`src/inc/uart_pkg.sv`:
```
`default_nettype none
package uart_pkg;
  // Register indexes; byte address is four times the index
  localparam logic [7:0] CTRL_IDX   = 8'h98;
  localparam logic [7:0] DATA_IDX   = 8'h99;
  localparam logic [7:0] RELOAD_IDX = 8'h9A;
  localparam logic [7:0] IRQEN_IDX  = 8'h9B;
  // Reset values
  localparam logic [7:0] CTRL_RST   = 8'h40;
  localparam logic [7:0] DATA_RST   = 8'h00;
  localparam logic [7:0] RELOAD_RST = 8'hF6;
  // Control field positions
  localparam int MODE_BIT   = 7;
  localparam int UNUSED_BIT = 6;
  localparam int FILT_BIT   = 5;
  localparam int REN_BIT    = 4;
  localparam int TB8_BIT    = 3;
  localparam int RB8_BIT    = 2;
  localparam int TI_BIT     = 1;
  localparam int RI_BIT     = 0;
  // Bit times per character
  localparam logic [3:0] BITS_8 = 4'hA;
  localparam logic [3:0] BITS_9 = 4'hB;
  // Baud timer value at which it overflows
  localparam logic [7:0] TMR_TOP = 8'hFF;
  // Transmit states, one-hot
  typedef enum logic [1:0] {
    TX_IDLE = 2'b01,
    TX_SEND = 2'b10
  } tx_state_t;
  // Receive states, one-hot
  typedef enum logic [2:0] {
    RX_IDLE  = 3'b001,
    RX_START = 3'b010,
    RX_DATA  = 3'b100
  } rx_state_t;
endpackage : uart_pkg
`default_nettype wire

```
`src/inc/serial_link_if.sv`:
```
`timescale 1ns/1ps
`default_nettype none
interface serial_link_if;
  logic serial_out_line;  // Device transmit, remote receive
  logic serial_in_line;   // Remote transmit, device receive
  // Documented device end
  modport device (output serial_out_line, input serial_in_line);
  // Remote end
  modport remote (input serial_out_line, output serial_in_line);
endinterface : serial_link_if
`default_nettype wire

```
`src/hdl/serial_port_dev.sv`:
```
`timescale 1ns/1ps
`default_nettype none
// Overview of operation
// control bit 7 selects 8 or 9 bit
// 8-bit frame: start, 8 LSB-first, stop
// 8-bit mode: stop level into ninth-receive
// data buffer write starts transmission
// transmit done at stop bit start
// receive only while receive enable set
// 8-bit load needs free buffer, stop check
// overrun keeps first byte, drops later
// on load store byte, ninth, set done
// failed load changes nothing
// 9-bit frame: start, 8, ninth, stop
// ninth transmit bit only in 9-bit mode
// 9-bit mode: ninth bit stored, stop ignored
// address filter needs ninth bit one
// done flags raise enabled interrupt
// hardware never clears done flags
// receive done set at stop sample
// control bit 6 reads one, ignores writes
// master sends addresses with ninth one
// bit period is two timer overflows
// start edge reloads receive timer
// buffer write to transmit, read receive
// lines idle high, start low, stop high
// falling edge start, mid-bit sampling
module serial_port_dev (
  input  wire logic        clk_i,   // System clock
  input  wire logic        rst_i,   // Synchronous reset
  input  wire logic        cyc_i,   // Bus cycle
  input  wire logic        stb_i,   // Bus strobe
  input  wire logic        we_i,    // Write enable
  input  wire logic [9:0]  adr_i,   // Byte address
  input  wire logic [3:0]  sel_i,   // Byte lanes
  input  wire logic [31:0] dat_i,   // Write data
  output logic      [31:0] dat_o,   // Read data
  output logic             ack_o,   // Bus acknowledge
  output logic             irq_o,   // Interrupt request
  serial_link_if.device    link     // Serial lines
);
  logic                  ack_r;     // Bus acknowledge
  logic [31:0]           dat_r;     // Read data
  logic [7:0]            rd_val;    // Read mux
  logic [7:0]            ctrl_val;  // Control read image
  logic                  wr;        // Write takes effect
  logic                  wr_ctrl;   // Control write
  logic                  wr_data;   // Buffer write
  logic                  mode_r;    // Frame width select
  logic                  filt_r;    // Stop check / address filter
  logic                  ren_r;     // Receive enable
  logic                  tb8_r;     // Ninth transmit bit
  logic                  rb8_r;     // Ninth receive bit
  logic                  ti_r;      // Transmit done flag
  logic                  ri_r;      // Receive done flag
  logic                  irqen_r;   // Interrupt enable
  logic                  irq_r;     // Interrupt output
  logic [7:0]            reload_r;  // Baud timer reload
  logic [7:0]            rxbuf_r;   // Receive buffer
  logic [7:0]            tx_tmr_r;  // Transmit baud timer
  logic                  tx_half_r; // Overflow divider
  logic                  tx_tick;   // Transmit bit boundary
  logic [7:0]            rx_tmr_r;  // Receive baud timer
  logic                  rx_half_r; // Overflow divider
  logic                  rx_samp;   // Receive sample point
  uart_pkg::tx_state_t   tx_st_r;   // Transmit state
  logic [10:0]           frame_r;   // Transmit shifter
  logic [3:0]            tx_cnt_r;  // Bits sent
  logic [3:0]            tx_stop;   // Stop bit index
  logic                  tx_nine_r; // Frame width latched
  logic                  set_ti;    // Transmit done event
  logic                  out_r;     // Line driver
  logic                  rx_s1_r;   // Sync stage one
  logic                  rx_s2_r;   // Sync stage two
  logic                  rx_prev_r; // Previous synced level
  logic                  start_det; // Start edge
  uart_pkg::rx_state_t   rx_st_r;   // Receive state
  logic [8:0]            rx_sh_r;   // Receive shifter
  logic [3:0]            rx_cnt_r;  // Bits received
  logic                  rx_last;   // Stop bit sample now
  logic                  ninth_val; // Stop or ninth bit
  logic [7:0]            rx_byte;   // Received byte
  logic                  load_ok;   // Load conditions hold
  logic                  set_ri;    // Receive done event

  // Bus decode; a write lands on the acknowledged edge
  assign wr      = cyc_i & stb_i & we_i & sel_i[0] & ack_r;
  assign wr_ctrl = wr & (adr_i[9:2] == uart_pkg::CTRL_IDX);
  // writes feed transmitter
  assign wr_data = wr & (adr_i[9:2] == uart_pkg::DATA_IDX);
  assign ack_o   = ack_r;
  assign dat_o   = dat_r;
  assign irq_o   = irq_r;

  // One wait cycle, then acknowledge; drop after one cycle
  always_ff @(posedge clk_i) begin
    if (rst_i) ack_r <= 1'b0;
    else       ack_r <= cyc_i & stb_i & ~ack_r;
  end

  // Control image
  always_comb begin
    ctrl_val = 8'h00;
    ctrl_val[uart_pkg::MODE_BIT] = mode_r;
    // unused bit reads one
    ctrl_val[uart_pkg::UNUSED_BIT] = 1'b1;
    ctrl_val[uart_pkg::FILT_BIT] = filt_r;
    ctrl_val[uart_pkg::REN_BIT] = ren_r;
    ctrl_val[uart_pkg::TB8_BIT] = tb8_r;
    ctrl_val[uart_pkg::RB8_BIT] = rb8_r;
    ctrl_val[uart_pkg::TI_BIT] = ti_r;
    ctrl_val[uart_pkg::RI_BIT] = ri_r;
  end

  // Read mux; unmapped reads as zero
  always_comb begin
    case (adr_i[9:2])
      // reads return receive buffer
      uart_pkg::DATA_IDX:   rd_val = rxbuf_r;
      uart_pkg::CTRL_IDX:   rd_val = ctrl_val;
      uart_pkg::RELOAD_IDX: rd_val = reload_r;
      uart_pkg::IRQEN_IDX:  rd_val = {7'h00, irqen_r};
      default:              rd_val = 8'h00;
    endcase
  end

  // Read data captured in the wait cycle
  always_ff @(posedge clk_i) begin
    if (rst_i)                         dat_r <= 32'h0000_0000;
    else if (cyc_i & stb_i & ~ack_r)   dat_r <= {24'h000000, rd_val};
  end

  // Software-owned control bits
  always_ff @(posedge clk_i) begin
    if (rst_i) begin
      mode_r <= uart_pkg::CTRL_RST[uart_pkg::MODE_BIT];
      filt_r <= uart_pkg::CTRL_RST[uart_pkg::FILT_BIT];
      ren_r  <= uart_pkg::CTRL_RST[uart_pkg::REN_BIT];
      tb8_r  <= uart_pkg::CTRL_RST[uart_pkg::TB8_BIT];
    end else if (wr_ctrl) begin
      // mode bit
      mode_r <= dat_i[uart_pkg::MODE_BIT];
      filt_r <= dat_i[uart_pkg::FILT_BIT];
      ren_r  <= dat_i[uart_pkg::REN_BIT];
      tb8_r  <= dat_i[uart_pkg::TB8_BIT];
    end
  end

  // Own registers: baud reload and interrupt enable
  always_ff @(posedge clk_i) begin
    if (rst_i) begin
      reload_r <= uart_pkg::RELOAD_RST;
      irqen_r  <= 1'b0;
    end else begin
      if (wr & (adr_i[9:2] == uart_pkg::RELOAD_IDX)) reload_r <= dat_i[7:0];
      if (wr & (adr_i[9:2] == uart_pkg::IRQEN_IDX))  irqen_r  <= dat_i[0];
    end
  end

  // Done flags; a hardware set beats a software clear
  always_ff @(posedge clk_i) begin
    if (rst_i) begin
      ti_r <= uart_pkg::CTRL_RST[uart_pkg::TI_BIT];
      ri_r <= uart_pkg::CTRL_RST[uart_pkg::RI_BIT];
    end else begin
      // only software clears
      ti_r <= set_ti | (wr_ctrl ? dat_i[uart_pkg::TI_BIT] : ti_r);
      ri_r <= set_ri | (wr_ctrl ? dat_i[uart_pkg::RI_BIT] : ri_r);
    end
  end

  // Interrupt request
  always_ff @(posedge clk_i) begin
    // enabled done flags
    if (rst_i) irq_r <= 1'b0;
    else       irq_r <= irqen_r & (ti_r | ri_r);
  end

  // Transmit baud timer, restarted by a buffer write
  always_ff @(posedge clk_i) begin
    if (rst_i) begin
      tx_tmr_r  <= uart_pkg::RELOAD_RST;
      tx_half_r <= 1'b0;
    end else if (wr_data) begin
      tx_tmr_r  <= reload_r;
      tx_half_r <= 1'b0;
    end else if (tx_tmr_r == uart_pkg::TMR_TOP) begin
      tx_tmr_r  <= reload_r;
      tx_half_r <= ~tx_half_r;
    end else begin
      tx_tmr_r  <= tx_tmr_r + 8'h01;
    end
  end
  // two overflows per bit
  assign tx_tick = (tx_tmr_r == uart_pkg::TMR_TOP) & tx_half_r;

  // Stop bit position for the frame in flight
  assign tx_stop = (tx_nine_r ? uart_pkg::BITS_9 : uart_pkg::BITS_8) - 4'h1;
  // done at stop start
  assign set_ti  = (tx_st_r == uart_pkg::TX_SEND) & tx_tick
                 & (tx_cnt_r + 4'h1 == tx_stop);

  // Transmit sequencer
  always_ff @(posedge clk_i) begin
    if (rst_i) begin
      tx_st_r   <= uart_pkg::TX_IDLE;
      frame_r   <= 11'h7FF;
      tx_cnt_r  <= 4'h0;
      tx_nine_r <= 1'b0;
    end else if (wr_data) begin
      // write starts frame
      tx_st_r   <= uart_pkg::TX_SEND;
      tx_cnt_r  <= 4'h0;
      tx_nine_r <= mode_r;
      // frame layout
      frame_r   <= mode_r ? {1'b1, tb8_r, dat_i[7:0], 1'b0}
                          : {2'b11, dat_i[7:0], 1'b0};
    end else begin
      case (tx_st_r)
        uart_pkg::TX_SEND: begin
          if (tx_tick) begin
            frame_r  <= {1'b1, frame_r[10:1]};
            tx_cnt_r <= tx_cnt_r + 4'h1;
            if (tx_cnt_r == tx_stop) tx_st_r <= uart_pkg::TX_IDLE;
          end
        end
        uart_pkg::TX_IDLE: tx_st_r <= uart_pkg::TX_IDLE;
        default:           tx_st_r <= uart_pkg::TX_IDLE;
      endcase
    end
  end

  // Line driver, idles high
  always_ff @(posedge clk_i) begin
    if (rst_i) out_r <= 1'b1;
    else       out_r <= frame_r[0];
  end
  assign link.serial_out_line = out_r;

  // Receive line synchroniser and edge history
  always_ff @(posedge clk_i) begin
    if (rst_i) begin
      rx_s1_r   <= 1'b1;
      rx_s2_r   <= 1'b1;
      rx_prev_r <= 1'b1;
    end else begin
      rx_s1_r   <= link.serial_in_line;
      rx_s2_r   <= rx_s1_r;
      rx_prev_r <= rx_s2_r;
    end
  end
  // falling edge start
  assign start_det = (rx_st_r == uart_pkg::RX_IDLE) & ren_r & rx_prev_r & ~rx_s2_r;

  // Receive baud timer
  always_ff @(posedge clk_i) begin
    if (rst_i) begin
      rx_tmr_r  <= uart_pkg::RELOAD_RST;
      rx_half_r <= 1'b0;
    end else if (start_det) begin
      // reload on start
      rx_tmr_r  <= reload_r;
      rx_half_r <= 1'b0;
    end else if (rx_tmr_r == uart_pkg::TMR_TOP) begin
      rx_tmr_r  <= reload_r;
      rx_half_r <= ~rx_half_r;
    end else begin
      rx_tmr_r  <= rx_tmr_r + 8'h01;
    end
  end
  // odd overflows, mid-bit
  assign rx_samp = (rx_tmr_r == uart_pkg::TMR_TOP) & ~rx_half_r;

  // Stop sample decode
  assign rx_last   = (rx_st_r == uart_pkg::RX_DATA) & rx_samp
                   & (rx_cnt_r == (mode_r ? 4'h9 : 4'h8));
  // stop or ninth
  assign ninth_val = mode_r ? rx_sh_r[8] : rx_s2_r;
  assign rx_byte   = mode_r ? rx_sh_r[7:0] : rx_sh_r[8:1];
  // load conditions
  assign load_ok   = ~ri_r & (~filt_r | ninth_val);
  // set at stop sample
  assign set_ri    = rx_last & load_ok;

  // Receive sequencer
  always_ff @(posedge clk_i) begin
    if (rst_i) begin
      rx_st_r  <= uart_pkg::RX_IDLE;
      rx_sh_r  <= 9'h000;
      rx_cnt_r <= 4'h0;
    end else if (~ren_r) begin
      // disabled receiver idles
      rx_st_r  <= uart_pkg::RX_IDLE;
    end else begin
      case (rx_st_r)
        uart_pkg::RX_IDLE:
          if (start_det) rx_st_r <= uart_pkg::RX_START;
        uart_pkg::RX_START:
          if (rx_samp) begin
            rx_cnt_r <= 4'h0;
            rx_st_r  <= rx_s2_r ? uart_pkg::RX_IDLE : uart_pkg::RX_DATA;
          end
        uart_pkg::RX_DATA:
          if (rx_last) begin
            rx_st_r <= uart_pkg::RX_IDLE;
          end else if (rx_samp) begin
            rx_sh_r  <= {rx_s2_r, rx_sh_r[8:1]};
            rx_cnt_r <= rx_cnt_r + 4'h1;
          end
        default: rx_st_r <= uart_pkg::RX_IDLE;
      endcase
    end
  end

  // Receive buffer and ninth bit
  always_ff @(posedge clk_i) begin
    if (rst_i) begin
      rxbuf_r <= uart_pkg::DATA_RST;
      rb8_r   <= uart_pkg::CTRL_RST[uart_pkg::RB8_BIT];
    end else if (set_ri) begin
      // store on load
      rxbuf_r <= rx_byte;
      rb8_r   <= ninth_val;
    end else if (wr_ctrl) begin
      // else untouched by hardware
      rb8_r   <= dat_i[uart_pkg::RB8_BIT];
    end
  end
endmodule : serial_port_dev
`default_nettype wire

```
`src/flat_wrapper.sv`:
```
// flat-port wrapper written by rule: the top's interface ports become plain ports
module serial_port_dev_flat 
  (clk_i, rst_i, cyc_i, stb_i, we_i, adr_i, sel_i, dat_i, dat_o, ack_o, irq_o, link_serial_out_line, link_serial_in_line);
  serial_link_if link_i ();
  input  wire logic clk_i;
  input  wire logic rst_i;
  input  wire logic cyc_i;
  input  wire logic stb_i;
  input  wire logic we_i;
  input  wire logic [9:0] adr_i;
  input  wire logic [3:0] sel_i;
  input  wire logic [31:0] dat_i;
  output logic      [31:0] dat_o;
  output logic ack_o;
  output logic irq_o;
  output wire logic [$bits(link_i.serial_out_line)-1:0] link_serial_out_line;
  input wire logic [$bits(link_i.serial_in_line)-1:0] link_serial_in_line;
  assign link_serial_out_line = link_i.serial_out_line;
  assign link_i.serial_in_line = link_serial_in_line;
  serial_port_dev u_core (.clk_i(clk_i), .rst_i(rst_i), .cyc_i(cyc_i), .stb_i(stb_i), .we_i(we_i), .adr_i(adr_i), .sel_i(sel_i), .dat_i(dat_i), .dat_o(dat_o), .ack_o(ack_o), .irq_o(irq_o), .link(link_i));
endmodule
```
`config.mk`:
```
export PLATFORM = sky130hd
export DESIGN_NAME = serial_port_dev_flat
export DESIGN_NICKNAME = d
export VERILOG_FILES = /design/src/inc/uart_pkg.sv /design/src/inc/serial_link_if.sv /design/src/hdl/serial_port_dev.sv /design/src/flat_wrapper.sv
export SDC_FILE = /design/constraint.sdc
export NUM_CORES = 1
export LEC_CHECK = 0
export BUFFER_PORTS_ARGS = -buffer_cell sky130_fd_sc_hd__buf_2
export CAP_MARGIN = 20
export CORE_MARGIN = 10
export CORE_UTILIZATION = 45
export DETAILED_ROUTE_END_ITERATION = 10
export GPL_TIMING_DRIVEN = 1
export PLACE_DENSITY = 0.81
export SLEW_MARGIN = 30
export SYNTH_ARGS = -nofsm -noshare
export SYNTH_HDL_FRONTEND = slang
export SYNTH_SLANG_ARGS = --single-unit
```
`constraint.sdc`:
```
create_clock -name clk_i -period 1.8 [get_ports clk_i]
set_input_delay 0 -clock clk_i [delete_from_list [all_inputs] [get_ports clk_i]]
set_output_delay 0 -clock clk_i [all_outputs]
set_load 0.05 [all_outputs]
```
==> results.md, run 1 <==
- Fraction of registers with async set/reset: 0
- Share of cells above drive strength 1: 0.228
- DR vias: just under 4000
- Largest net degree at the start of global routing: 33
- WP data arrival: 2.13 ns
- Final wirelength: between 10 and 15 mm
- Area contributors post-synth: dfxtp_1, mux2i_1, o21ai_0
- # diodes: 0
- Final Skew: 0.00885 ns
- Gr usage total: 0.152
- FMAX: 0.549 GHz
- Antenna Nets Post-Route: 0
- Critical path cell sequence: ha_4, nand4_1, or4_4, buf_6, or3_1, a21oi_2
- Die Y: 120 um
- Fin worst setup slack: -0.0211 ns
- Post-route cell area: 0.00523 sq mm
- Setup Slack @ Placement: -0.135 ns
- Number of global-route vias before repair: 3882
- Io pins: 87
- Setup violators final: 1
- CTS Sinks: 89
- Yosys cell types: 63
- Drt drc: 0
- Pleak: 1.99 nW
- Post-layout nets: 618
- Sequential cell area: 0.00179 sq mm
- Core Footprint: 0.00973 sq mm
- Global-route wire length before repair: 18.3 mm
- Util after Layout: 0.538
- Drt initial violations: 320
- Post-detail-place hpwl: 7.99 mm
- Root Buffer: clkbuf_8
- CTS tree: done
- Latest clock arrival within the worst-skew pair: between 0.3 and 0.4 ns
- Fillers: 884
- Main synth FF type: dfxtp_1
- EDFF count, synth: 0
- Drt pass-1 iters: 5
- Synthesis-to-finish area growth: 16.7%
- Most numerous cell in the Yosys netlist: dfxtp_1
- Max Slew Vio Count: 0
- Failing checks: negative setup slack
- Die ar.: 0.0144 sq mm
- Status: finished, violations left
- Reg clk slew, reported paths: 0.09 ns
- Final hold vios: 0
- Dpl cell area: 0.00479 sq mm
- Wire per inst: around 16 um
- Pwr Density: 843 mW/mm^2
- Seq cells post-synth: 89
- Maximum vdd drop: 0.000638 V
- Area share of the largest cell type after synthesis: 0.398
- Setup TNS: -0.0211 ns
- Initial Util: 0.461
- Synthesis Warnings: 0
- Final Cycle Share: 1.01
- GRT overflow: 0
- Top cells by count, synth: dfxtp_1, o21ai_0, nand3_1
- Area of the multi-input gates: 0.00244 sq mm
- Critical path peak fanout: 5
- Die width: 120 um
- CP max-delay cell: or4_4
- CP startpoint kind: register
- Num CTS Buffers: 9
- Register area share after synthesis: 0.398
- R2r setup slk: -0.02 ns
- Post-Syn Instances: between 500 and 600
- Clock buffer depth: 2
- Synthesized area: 0.00448 sq mm
- MaxCap Viol Count: 0
- DR vias/cell: ~5.7
- Period minus WS final: 1.82 ns
- Initial antenna violation count: 0
- Port bufs: 33
- Row Count: 36
- Worst Setup End Kind: register
- GP Congestion: 0.847
- Setup Crit Path Kind: reg -> reg
- Required @ worst endpoint: 2.11 ns
- Synth area leader: dfxtp_1
- Hold Path Class: in -> reg
- Unrepaired setup endpoints after global routing: true
- Syn_area_per_cell: 8.89 sq um
- CP peak stage delay: 0.55 ns
- # H-tree levels: 3
sequential cells by signal (all words and copies together), names as in the netlist, 2 cells and up:
name	count
u_core.dat_o	8
u_core.frame_r	10
u_core.reload_r	8
u_core.rx_cnt_r	4
u_core.rx_sh_r	9
u_core.rx_st_r	3
u_core.rx_tmr_r	8
u_core.rxbuf_r	8
u_core.tx_cnt_r	4
u_core.tx_st_r	2
u_core.tx_tmr_r	8
cells by family (layout without fill, tap and decap cells):
logic type,Yosys count,after routing,share of synthesized area
AOI/OAI and AO/OA,134,134,0.202
DFF,89,89,0.398
other,1,24,0.000837
xor gates and xnor gates,19,19,0.0371
muxes,28,28,0.0653
and+or+nand+nor,158,158,0.188
adders and majority gates,4,4,0.0112
buffers and inverters,71,111,0.0974
final cells by class:
type,instances,share of cell area
inverters,11,0.00789
well taps,133,0.0318
clock buffers,10,0.0263
flip-flops and latches,89,0.342
repair buffers,84,0.114
clock inverters,6,0.0124
multi-input cells,367,0.466
layer usage:
metal	up-vias	GRT usage	wire length, um
li1	1903	-	-
met1	1900	0.170	4460
met2	131	0.262	5710
met3	25	0.0544	806
met4	0	0.0535	240
met5	-	0	0
final timing paths:
check / endpoint / startpoint / cells after the start
max: u_core.tx_cnt_r[2] / u_core.tx_tmr_r[1] / 6
max reg2reg: u_core.tx_cnt_r[2] / u_core.tx_tmr_r[1] / 6
min: u_core.dat_o[6] / stb_i / 4
min reg2reg: u_core.rx_s2_r / u_core.rx_s1_r / 1
stage by stage:
stage / cells / total power (W) / hold WS, ns
final: 700 / 0.00441 / 0.0591
after global placement: 670 / 0.00294 / 0.185
after floorplan: 527 / 0.00277 / 0.104
after global routing: 700 / 0.00459 / 0.0733
after detailed placement: 670 / 0.00297 / 0.187
after CTS: 698 / 0.00440 / 0.0389
critical path, delay by kind of cell (launching register included):
kind            cells  cell delay (ns)
simple gates        3             0.98
compound gates      1             0.14
buf+inv             1             0.15
flops               1             0.36
fa+ha+maj           1             0.13
power breakdown:
part | total [W] | switching [W] | leakage (nW) | internal, W
Sequential | 0.00214 | 0.0000768 | 0.722 | 0.00206
Combinational | 0.000851 | 0.000525 | 1.17 | 0.000326
Clock | 0.00142 | 0.000735 | 0.103 | 0.000684
placed cells by master (no fill, tap or decap), types with 6 or more instances in the layout:
master         Yosys  routed
a211oi_2           0       7
a21oi_1           32      31
a22oi_1            7       7
a311oi_1           9       9
buf_2              4      34
buf_4             25      35
clkbuf_8           2      10
conb_1             1      24
dfxtp_1           89      85
dlygate4sd3_1      0      11
inv_1             10      10
mux2i_1           27      27
nand2_1           24      24
nand3_1           38      37
nor2_1            34      34
nor3_1             6       6
nor4_1             9       9
o211ai_1           7       7
o21ai_0           40      36
o2bb2ai_1          6       6
or2_2              6       6
xnor2_1            8       8
xor2_1            11      11
what timing repair did:
item | in CTS | in global routing
cloned | 0 | 1
hold buffers | 11 | 0
setup endpoints to repair | 24 | 30
resized for setup | 3 | 24
setup buffers | 1 | 1
pin swaps | 2 | 9
hold endpoints to repair | 28 | 0
Power figures use the tool's default switching activity.
==> inputs of run 2 (changes only) <==
--- a/config.mk
+++ b/config.mk
@@ -12,6 +12,7 @@
 export DETAILED_ROUTE_END_ITERATION = 10
 export GPL_TIMING_DRIVEN = 1
 export PLACE_DENSITY = 0.81
+export SETUP_SLACK_MARGIN = 0.15
 export SLEW_MARGIN = 30
 export SYNTH_ARGS = -nofsm -noshare
 export SYNTH_HDL_FRONTEND = slang
==> results.md, run 2 (synthesized netlist as in run 1, its figures left out) <==
- Int Power: 0.00305 W (-0.74%)
- CTS Sinks: 89 (unchanged)
- Worst Setup End Kind: register
- Required @ worst endpoint: 2.11 ns (about the same)
- Row Count: 36 (unchanged)
- Total Power: 0.00436 W (-1.1%)
- Number of global-route vias before repair: 3868 (-0.36%)
- Hold Path Class: in -> reg
- # H-tree levels: 3 (unchanged)
- Global-route wire length before repair: 18.3 mm (+0.23%)
- Die width: 120 um (unchanged)
- Latest clock arrival within the worst-skew pair: 0.37 ns (about the same)
- Core Footprint: 0.00973 sq mm (unchanged)
- Die ar.: 0.0144 sq mm (unchanged)
- DR vias/cell: 5.64 (-0.31%)
- Gr usage total: 0.152 (-0.000400)
- CP startpoint kind: register
- Flop pwr share: 0.492 (+0.007)
- Antenna Nets Post-Route: 0 (unchanged)
- MaxCap Viol Count: 0 (unchanged)
- Share of cells above drive strength 1: 0.257 (+0.0299)
- GRT overflow: 0 (unchanged)
- CTS tree: done
- Post-layout nets: 626 (+1.3%)
- Initial antenna violation count: 0 (unchanged)
- Initial Util: 0.461 (unchanged)
- Critical path peak fanout: 9 (+4)
- Sw Share: 0.300 (-0.00279)
- Combinational share of power: 0.201 (+0.008)
- NetSw: 0.00131 W (-2.0%)
- Pleak: 2.04 nW (+2.3%)
- FMAX: 0.561 GHz (+2.2%)
- CP max-delay cell: or4_4
- Maximum vdd drop: 0.000542 V (-15%)
- Setup Crit Path Kind: reg -> reg
- Die Y: 120 um (unchanged)
- Drt initial violations: 393 (+23%)
- R2R Path End: u_core.tx_cnt_r[2]
- CP bufs+invs: 1 (unchanged)
- Critical path cell sequence: ha_4, nand4_1, or4_4, buf_8, or3_4, a21oi_2
- Crit path capture: u_core.tx_cnt_r[2]
- WP data arrival: 2.09 ns (-0.04 ns)
- Clock buffer depth: 2 (unchanged)
- Setup TNS: 0 ns (+0.0211 ns)
- Drt pass-1 iters: 6 (+1)
- Max Slew Vio Count: 0 (unchanged)
- Util after Layout: 0.553 (+0.0156)
- Setup Slack @ Placement: -0.0624 ns (+0.0728 ns)
- Critical Path Stages: 6 (unchanged)
- Synthesis-to-finish area growth: 20.1%
- Most common cell after layout, fill and taps aside: dfxtp_1
- Pwr Density: 810 mW/mm^2 (-3.9%)
- Final Skew: 0.0117 ns (+0.00284 ns)
- R2r setup slk: 0.02 ns (+0.04 ns)
- Final Cycle Share: 0.990 (-0.0220)
- Max reg flops: 10 (unchanged)
- Status: completed
- Crit path launch: u_core.tx_tmr_r[1]
- Reg clk slew, reported paths: 0.09 ns (about the same)
- Wire per inst: 16.4 um (+2.5%)
- Root Buffer: clkbuf_8
- Post-detail-place hpwl: 7.97 mm (-0.21%)
- CP peak stage delay: 0.52 ns (-0.03 ns)
- Unrepaired setup endpoints after global routing: true
- Final wirelength: 11.6 mm (+3.7%)
- GP Congestion: 0.925 (+9.2%)
- Setup violators final: 0 (-1)
- Port bufs: 33 (unchanged)
- Num CTS Buffers: 9 (unchanged)
- # diodes: 0 (unchanged)
- Biggest regs: u_core.frame_r x10, u_core.rx_sh_r x9
- Largest net degree at the start of global routing: 31 (-6.1%)
- Cells on worst reg2reg path: 6 (unchanged)
- Fin worst setup slack: 0.0186 ns (+0.0396 ns)
- DR vias: 3992 (+0.83%)
- Worst flop-to-flop path startpoint: u_core.tx_tmr_r[1]
- Io pins: 87 (unchanged)
- Final hold vios: 0 (unchanged)
- Drt drc: 0 (unchanged)
- Top delay family on crit path: simple AND/OR/NAND/NOR gates
- Period minus WS final: 1.78 ns (-0.0396 ns)
- Leading cell types in the layout, fill and taps excluded: dfxtp_1, buf_4, nand3_1
- Clock share of power: 0.307 (-0.015)
- Top reg by flops: u_core.frame_r
[run 2: cell types whose count changed in the layout (fill, tap and decap cells not counted), sizes merged]
cell | previous run | this run
inv | 12 | 10
and4 | 2 | 3
clkbuf | 10 | 11
buf | 73 | 80
clkinv | 3 | 4
[run 2: repair_timing]
item                                   CTS  global route
pin swaps                                3             7
resized for setup                       14            22
endpoints found under the hold margin   26             0
gates cloned                             0             1
setup buffers                            6             6
hold buffers                            11             0
setup endpoints to repair               43            59
[run 2: worst min-delay path by stage]
stage                        start              end  slack, ns  depth (start not counted)
2_1_floorplan  link_serial_in_line   u_core.rx_s1_r       0.10                          1
3_3_place_gp   link_serial_in_line   u_core.rx_s1_r       0.18                          2
3_5_place_dp   link_serial_in_line   u_core.rx_s1_r       0.18                          2
4_1_cts                      cyc_i  u_core.dat_o[6]       0.05                          4
5_1_grt                      stb_i  u_core.dat_o[6]       0.12                          4
6_report                     cyc_i  u_core.dat_o[6]       0.05                          4
[run 2: layer usage]
| layer | share of wire | vias up | track usage |
|---|---|---|---|
| met5 | 0 | - | 0 |
| met4 | 0.022 | 0 | 0.0513 |
| met2 | 0.50 | 121 | 0.270 |
| met3 | 0.060 | 25 | 0.0403 |
| li1 | - | 1926 | - |
| met1 | 0.41 | 1920 | 0.172 |
[run 2: power groups by stage]
stage	registers [W]	clock network, W	logic, W
final	0.00214	0.00134	0.000878
after global routing	0.00216	0.00141	0.000962
after CTS	0.00214	0.00135	0.000832
after detailed placement	0.00218	0	0.000796
after global placement	0.00218	0	0.000779
after floorplan	0.00219	0	0.000596
[run 2: cell type report]
cell class	count	area, sq um
Fill cell	858	4350
Multi-Input combinational cell	368	2520
Sequential cell	89	1800
Timing Repair Buffer	91	668
Tap cell	133	166
Clock buffer	11	131
Clock inverter	5	56.3
Inverter	11	41.3
[run 2: per-stage QoR]
step / std cells / area, sq um / hold WS (ns)
global placement: 668 / 4820 / 0.184
floorplan: 527 / 4630 / 0.104
detailed placement: 668 / 4820 / 0.184
global route: 708 / 5380 / 0.119
CTS: 701 / 5230 / 0.0493
finish: 708 / 5380 / 0.0482
[run 2: worst register-to-register path: stages, from the launching register on]
cell and delay, ns:
dfxtp_2 0.36, ha_4 0.13, nand4_1 0.11, or4_4 0.52, buf_8 0.15, or3_4 0.32
a21oi_2 0.12
==> inputs of run 3 (changes only) <==
--- a/config.mk
+++ b/config.mk
@@ -11,9 +11,8 @@
 export CORE_UTILIZATION = 45
 export DETAILED_ROUTE_END_ITERATION = 10
 export GPL_TIMING_DRIVEN = 1
-export PLACE_DENSITY = 0.81
+export PLACE_DENSITY = 0.78
 export SETUP_SLACK_MARGIN = 0.15
-export SLEW_MARGIN = 30
 export SYNTH_ARGS = -nofsm -noshare
 export SYNTH_HDL_FRONTEND = slang
 export SYNTH_SLANG_ARGS = --single-unit
==> constraint.sdc (replaced) <==
create_clock -name clk_i -period 1.7 [get_ports clk_i]
set_input_delay 0 -clock clk_i [delete_from_list [all_inputs] [get_ports clk_i]]
set_output_delay 0 -clock clk_i [all_outputs]
set_load 0.05 [all_outputs]
==> results.md, run 3 (synthesized netlist as in run 1, its figures left out) <==
- GRT overflow: 0 (unchanged)
- Port bufs: 33 (unchanged)
- Row Count: 36 (unchanged)
- Setup Slack @ Placement: -0.160 ns (-0.0979 ns)
- Clock buffer depth: 2 (unchanged)
- Most common cell after layout, fill and taps aside: dfxtp_1
- Number of global-route vias before repair: 4299 (+11%)
- Sequential cell area: 0.00181 sq mm (+0.42%)
- Final Skew: 0.0122 ns (+0.000534 ns)
- FMAX: 0.522 GHz (-7.0%)
- Crit path launch: u_core.tx_tmr_r[0]
- Hold Path Class: in -> reg
- Post-layout nets: 656 (+4.8%)
- Pleak: 2.26 nW (+11%)
- Core Footprint: 0.00973 sq mm (unchanged)
- Latest clock arrival within the worst-skew pair: 0.37 ns (about the same)
- Maximum vdd drop: 0.000419 V (-23%)
- Root Buffer: clkbuf_8
- Die Y: 120 um (unchanged)
- Failing checks: negative setup slack
- Max reg flops: 10 (unchanged)
- Largest net degree at the start of global routing: 28 (-9.7%)
- Final wirelength: 14.7 mm (+27%)
- Share of cells above drive strength 1: 0.395 (+0.138)
- Final Cycle Share: 1.13 (+0.137)
- # diodes: 0 (unchanged)
- Final hold vios: 0 (unchanged)
- WP data arrival: 2.22 ns (+0.13 ns)
- Required @ worst endpoint: 2.01 ns (-0.10 ns)
- Worst flop-to-flop path startpoint: u_core.tx_tmr_r[0]
- DR vias/cell: 6.03 (+6.9%)
- CTS Sinks: 89 (unchanged)
- Util after Layout: 0.623 (+0.0700)
- Unrepaired setup endpoints after global routing: true
- Worst Setup End Kind: register
- R2r setup slk: -0.21 ns (-0.23 ns)
- Fillers: 718 (-16%)
- Drt pass-1 iters: 5 (-1)
- Worst slew margin: 0.667
- Leading cell types in the layout, fill and taps excluded: dfxtp_1, buf_4, buf_2
- Global-route wire length before repair: 21.5 mm (+17%)
- Die width: 120 um (unchanged)
- Wire per inst: 19.9 um (+21%)
- Initial antenna violation count: 0 (unchanged)
- Setup violators final: 30 (+30)
- Setup Crit Path Kind: reg -> reg
- Reg clk slew, reported paths: 0.09 ns (about the same)
- GP Congestion: 0.858 (-7.3%)
- Crit path capture: u_core.tx_cnt_r[2]
- Die ar.: 0.0144 sq mm (unchanged)
- R2R Path End: u_core.tx_cnt_r[2]
- MaxCap Viol Count: 0 (unchanged)
- CP peak stage delay: 0.61 ns (+0.09 ns)
- Post-detail-place hpwl: 8.34 mm (+4.6%)
- CP startpoint kind: register
- Fin worst setup slack: -0.215 ns (-0.233 ns)
- Io pins: 87 (unchanged)
- CTS tree: done
- Antenna Nets Post-Route: 0 (unchanged)
- CP max-delay cell: or4_4
- DR vias: 4450 (+11%)
- Max Slew Vio Count: 0 (unchanged)
- Synthesis-to-finish area growth: 35.3%
- Biggest regs: u_core.frame_r x10, u_core.rx_sh_r x9
- Num CTS Buffers: 9 (unchanged)
- Critical path peak fanout: 5 (-4)
- Initial Util: 0.461 (unchanged)
- Setup TNS: -2.98 ns (-2.98 ns)
- Gr usage total: 0.183 (+0.0308)
- Area of the multi-input gates: 0.00285 sq mm (+13%)
- Worst slew pin tran: 0.497 ns
- Top reg by flops: u_core.frame_r
- Status: finished, violations left
- Pwr Density: 769 mW/mm^2 (-5.1%)
- # H-tree levels: 3 (unchanged)
- Critical path cell sequence: ha_4, nand4_1, or4_4, buf_6, or3_4, a21oi_2
- Period minus WS final: 1.91 ns (+0.133 ns)
- Cells on worst reg2reg path: 6 (unchanged)
- Drt drc: 0 (unchanged)
- Drt initial violations: 366 (-6.9%)
run 3: worst min-delay path by stage:
stage | from | endpoint | slack (ns) | depth (start not counted)
final | rst_i | u_core.dat_o[3] | 0.04 | 2
after global routing | rst_i | u_core.rx_tmr_r[3] | 0.07 | 2
after CTS | rst_i | u_core.dat_o[3] | 0.02 | 2
after detailed placement | link_serial_in_line | u_core.rx_s1_r | 0.19 | 2
after global placement | link_serial_in_line | u_core.rx_s1_r | 0.18 | 2
after floorplan | link_serial_in_line | u_core.rx_s1_r | 0.10 | 1
run 3: where the power goes:
| part | total [W] | leakage [nW] | switching [W] | internal, W |
|---|---|---|---|---|
| Clock | 0.00128 | 0.0774 | 0.000749 | 0.000530 |
| Combinational | 0.00110 | 1.46 | 0.000638 | 0.000459 |
| Sequential | 0.00229 | 0.721 | 0.0000988 | 0.00219 |
run 3: critical path: cells and delay by family (launching register included):
kind	cells	cell delay, ns
fa+ha+maj	1	0.14
flops	1	0.38
buf+inv	1	0.15
compound gates	1	0.12
simple gates	3	1.06
run 3: repair_timing:
| action | 4_1_cts | 5_1_grt |
|---|---|---|
| cloned | 4 | 3 |
| hold buffers | 9 | 0 |
| hold endpoints to repair | 25 | 0 |
| gates resized for setup | 79 | 56 |
| pin swaps | 28 | 33 |
| setup endpoints to repair | 53 | 53 |
| setup buffers | 17 | 14 |
run 3: through the flow:
stage	hold WS [ns]	total power, W	cells	instance area (sq um)
after detailed placement	0.190	0.00320	675	4960
after global routing	0.0652	0.00485	738	6060
after floorplan	0.104	0.00295	527	4710
after global placement	0.184	0.00317	675	4960
final	0.0376	0.00466	738	6060
after CTS	0.0212	0.00453	721	5730
run 3: final cells by class:
| type | instances | share of cell area |
|---|---|---|
| multi-input cells | 369 | 0.471 |
| flip-flops and latches | 89 | 0.298 |
| repair buffers | 120 | 0.171 |
| well taps | 133 | 0.0275 |
| clock buffers | 13 | 0.0229 |
| inverters | 11 | 0.00681 |
| clock inverters | 3 | 0.00289 |
run 3: metal layers:
layer / GRT usage / share of wire / vias up / wire, um
li1: - / - / 1996 / -
met3: 0.0408 / 0.079 / 57 / 1170
met5: 0 / 0 / - / 0
met4: 0.105 / 0.047 / 0 / 691
met1: 0.213 / 0.40 / 2132 / 5900
met2: 0.303 / 0.47 / 265 / 6950
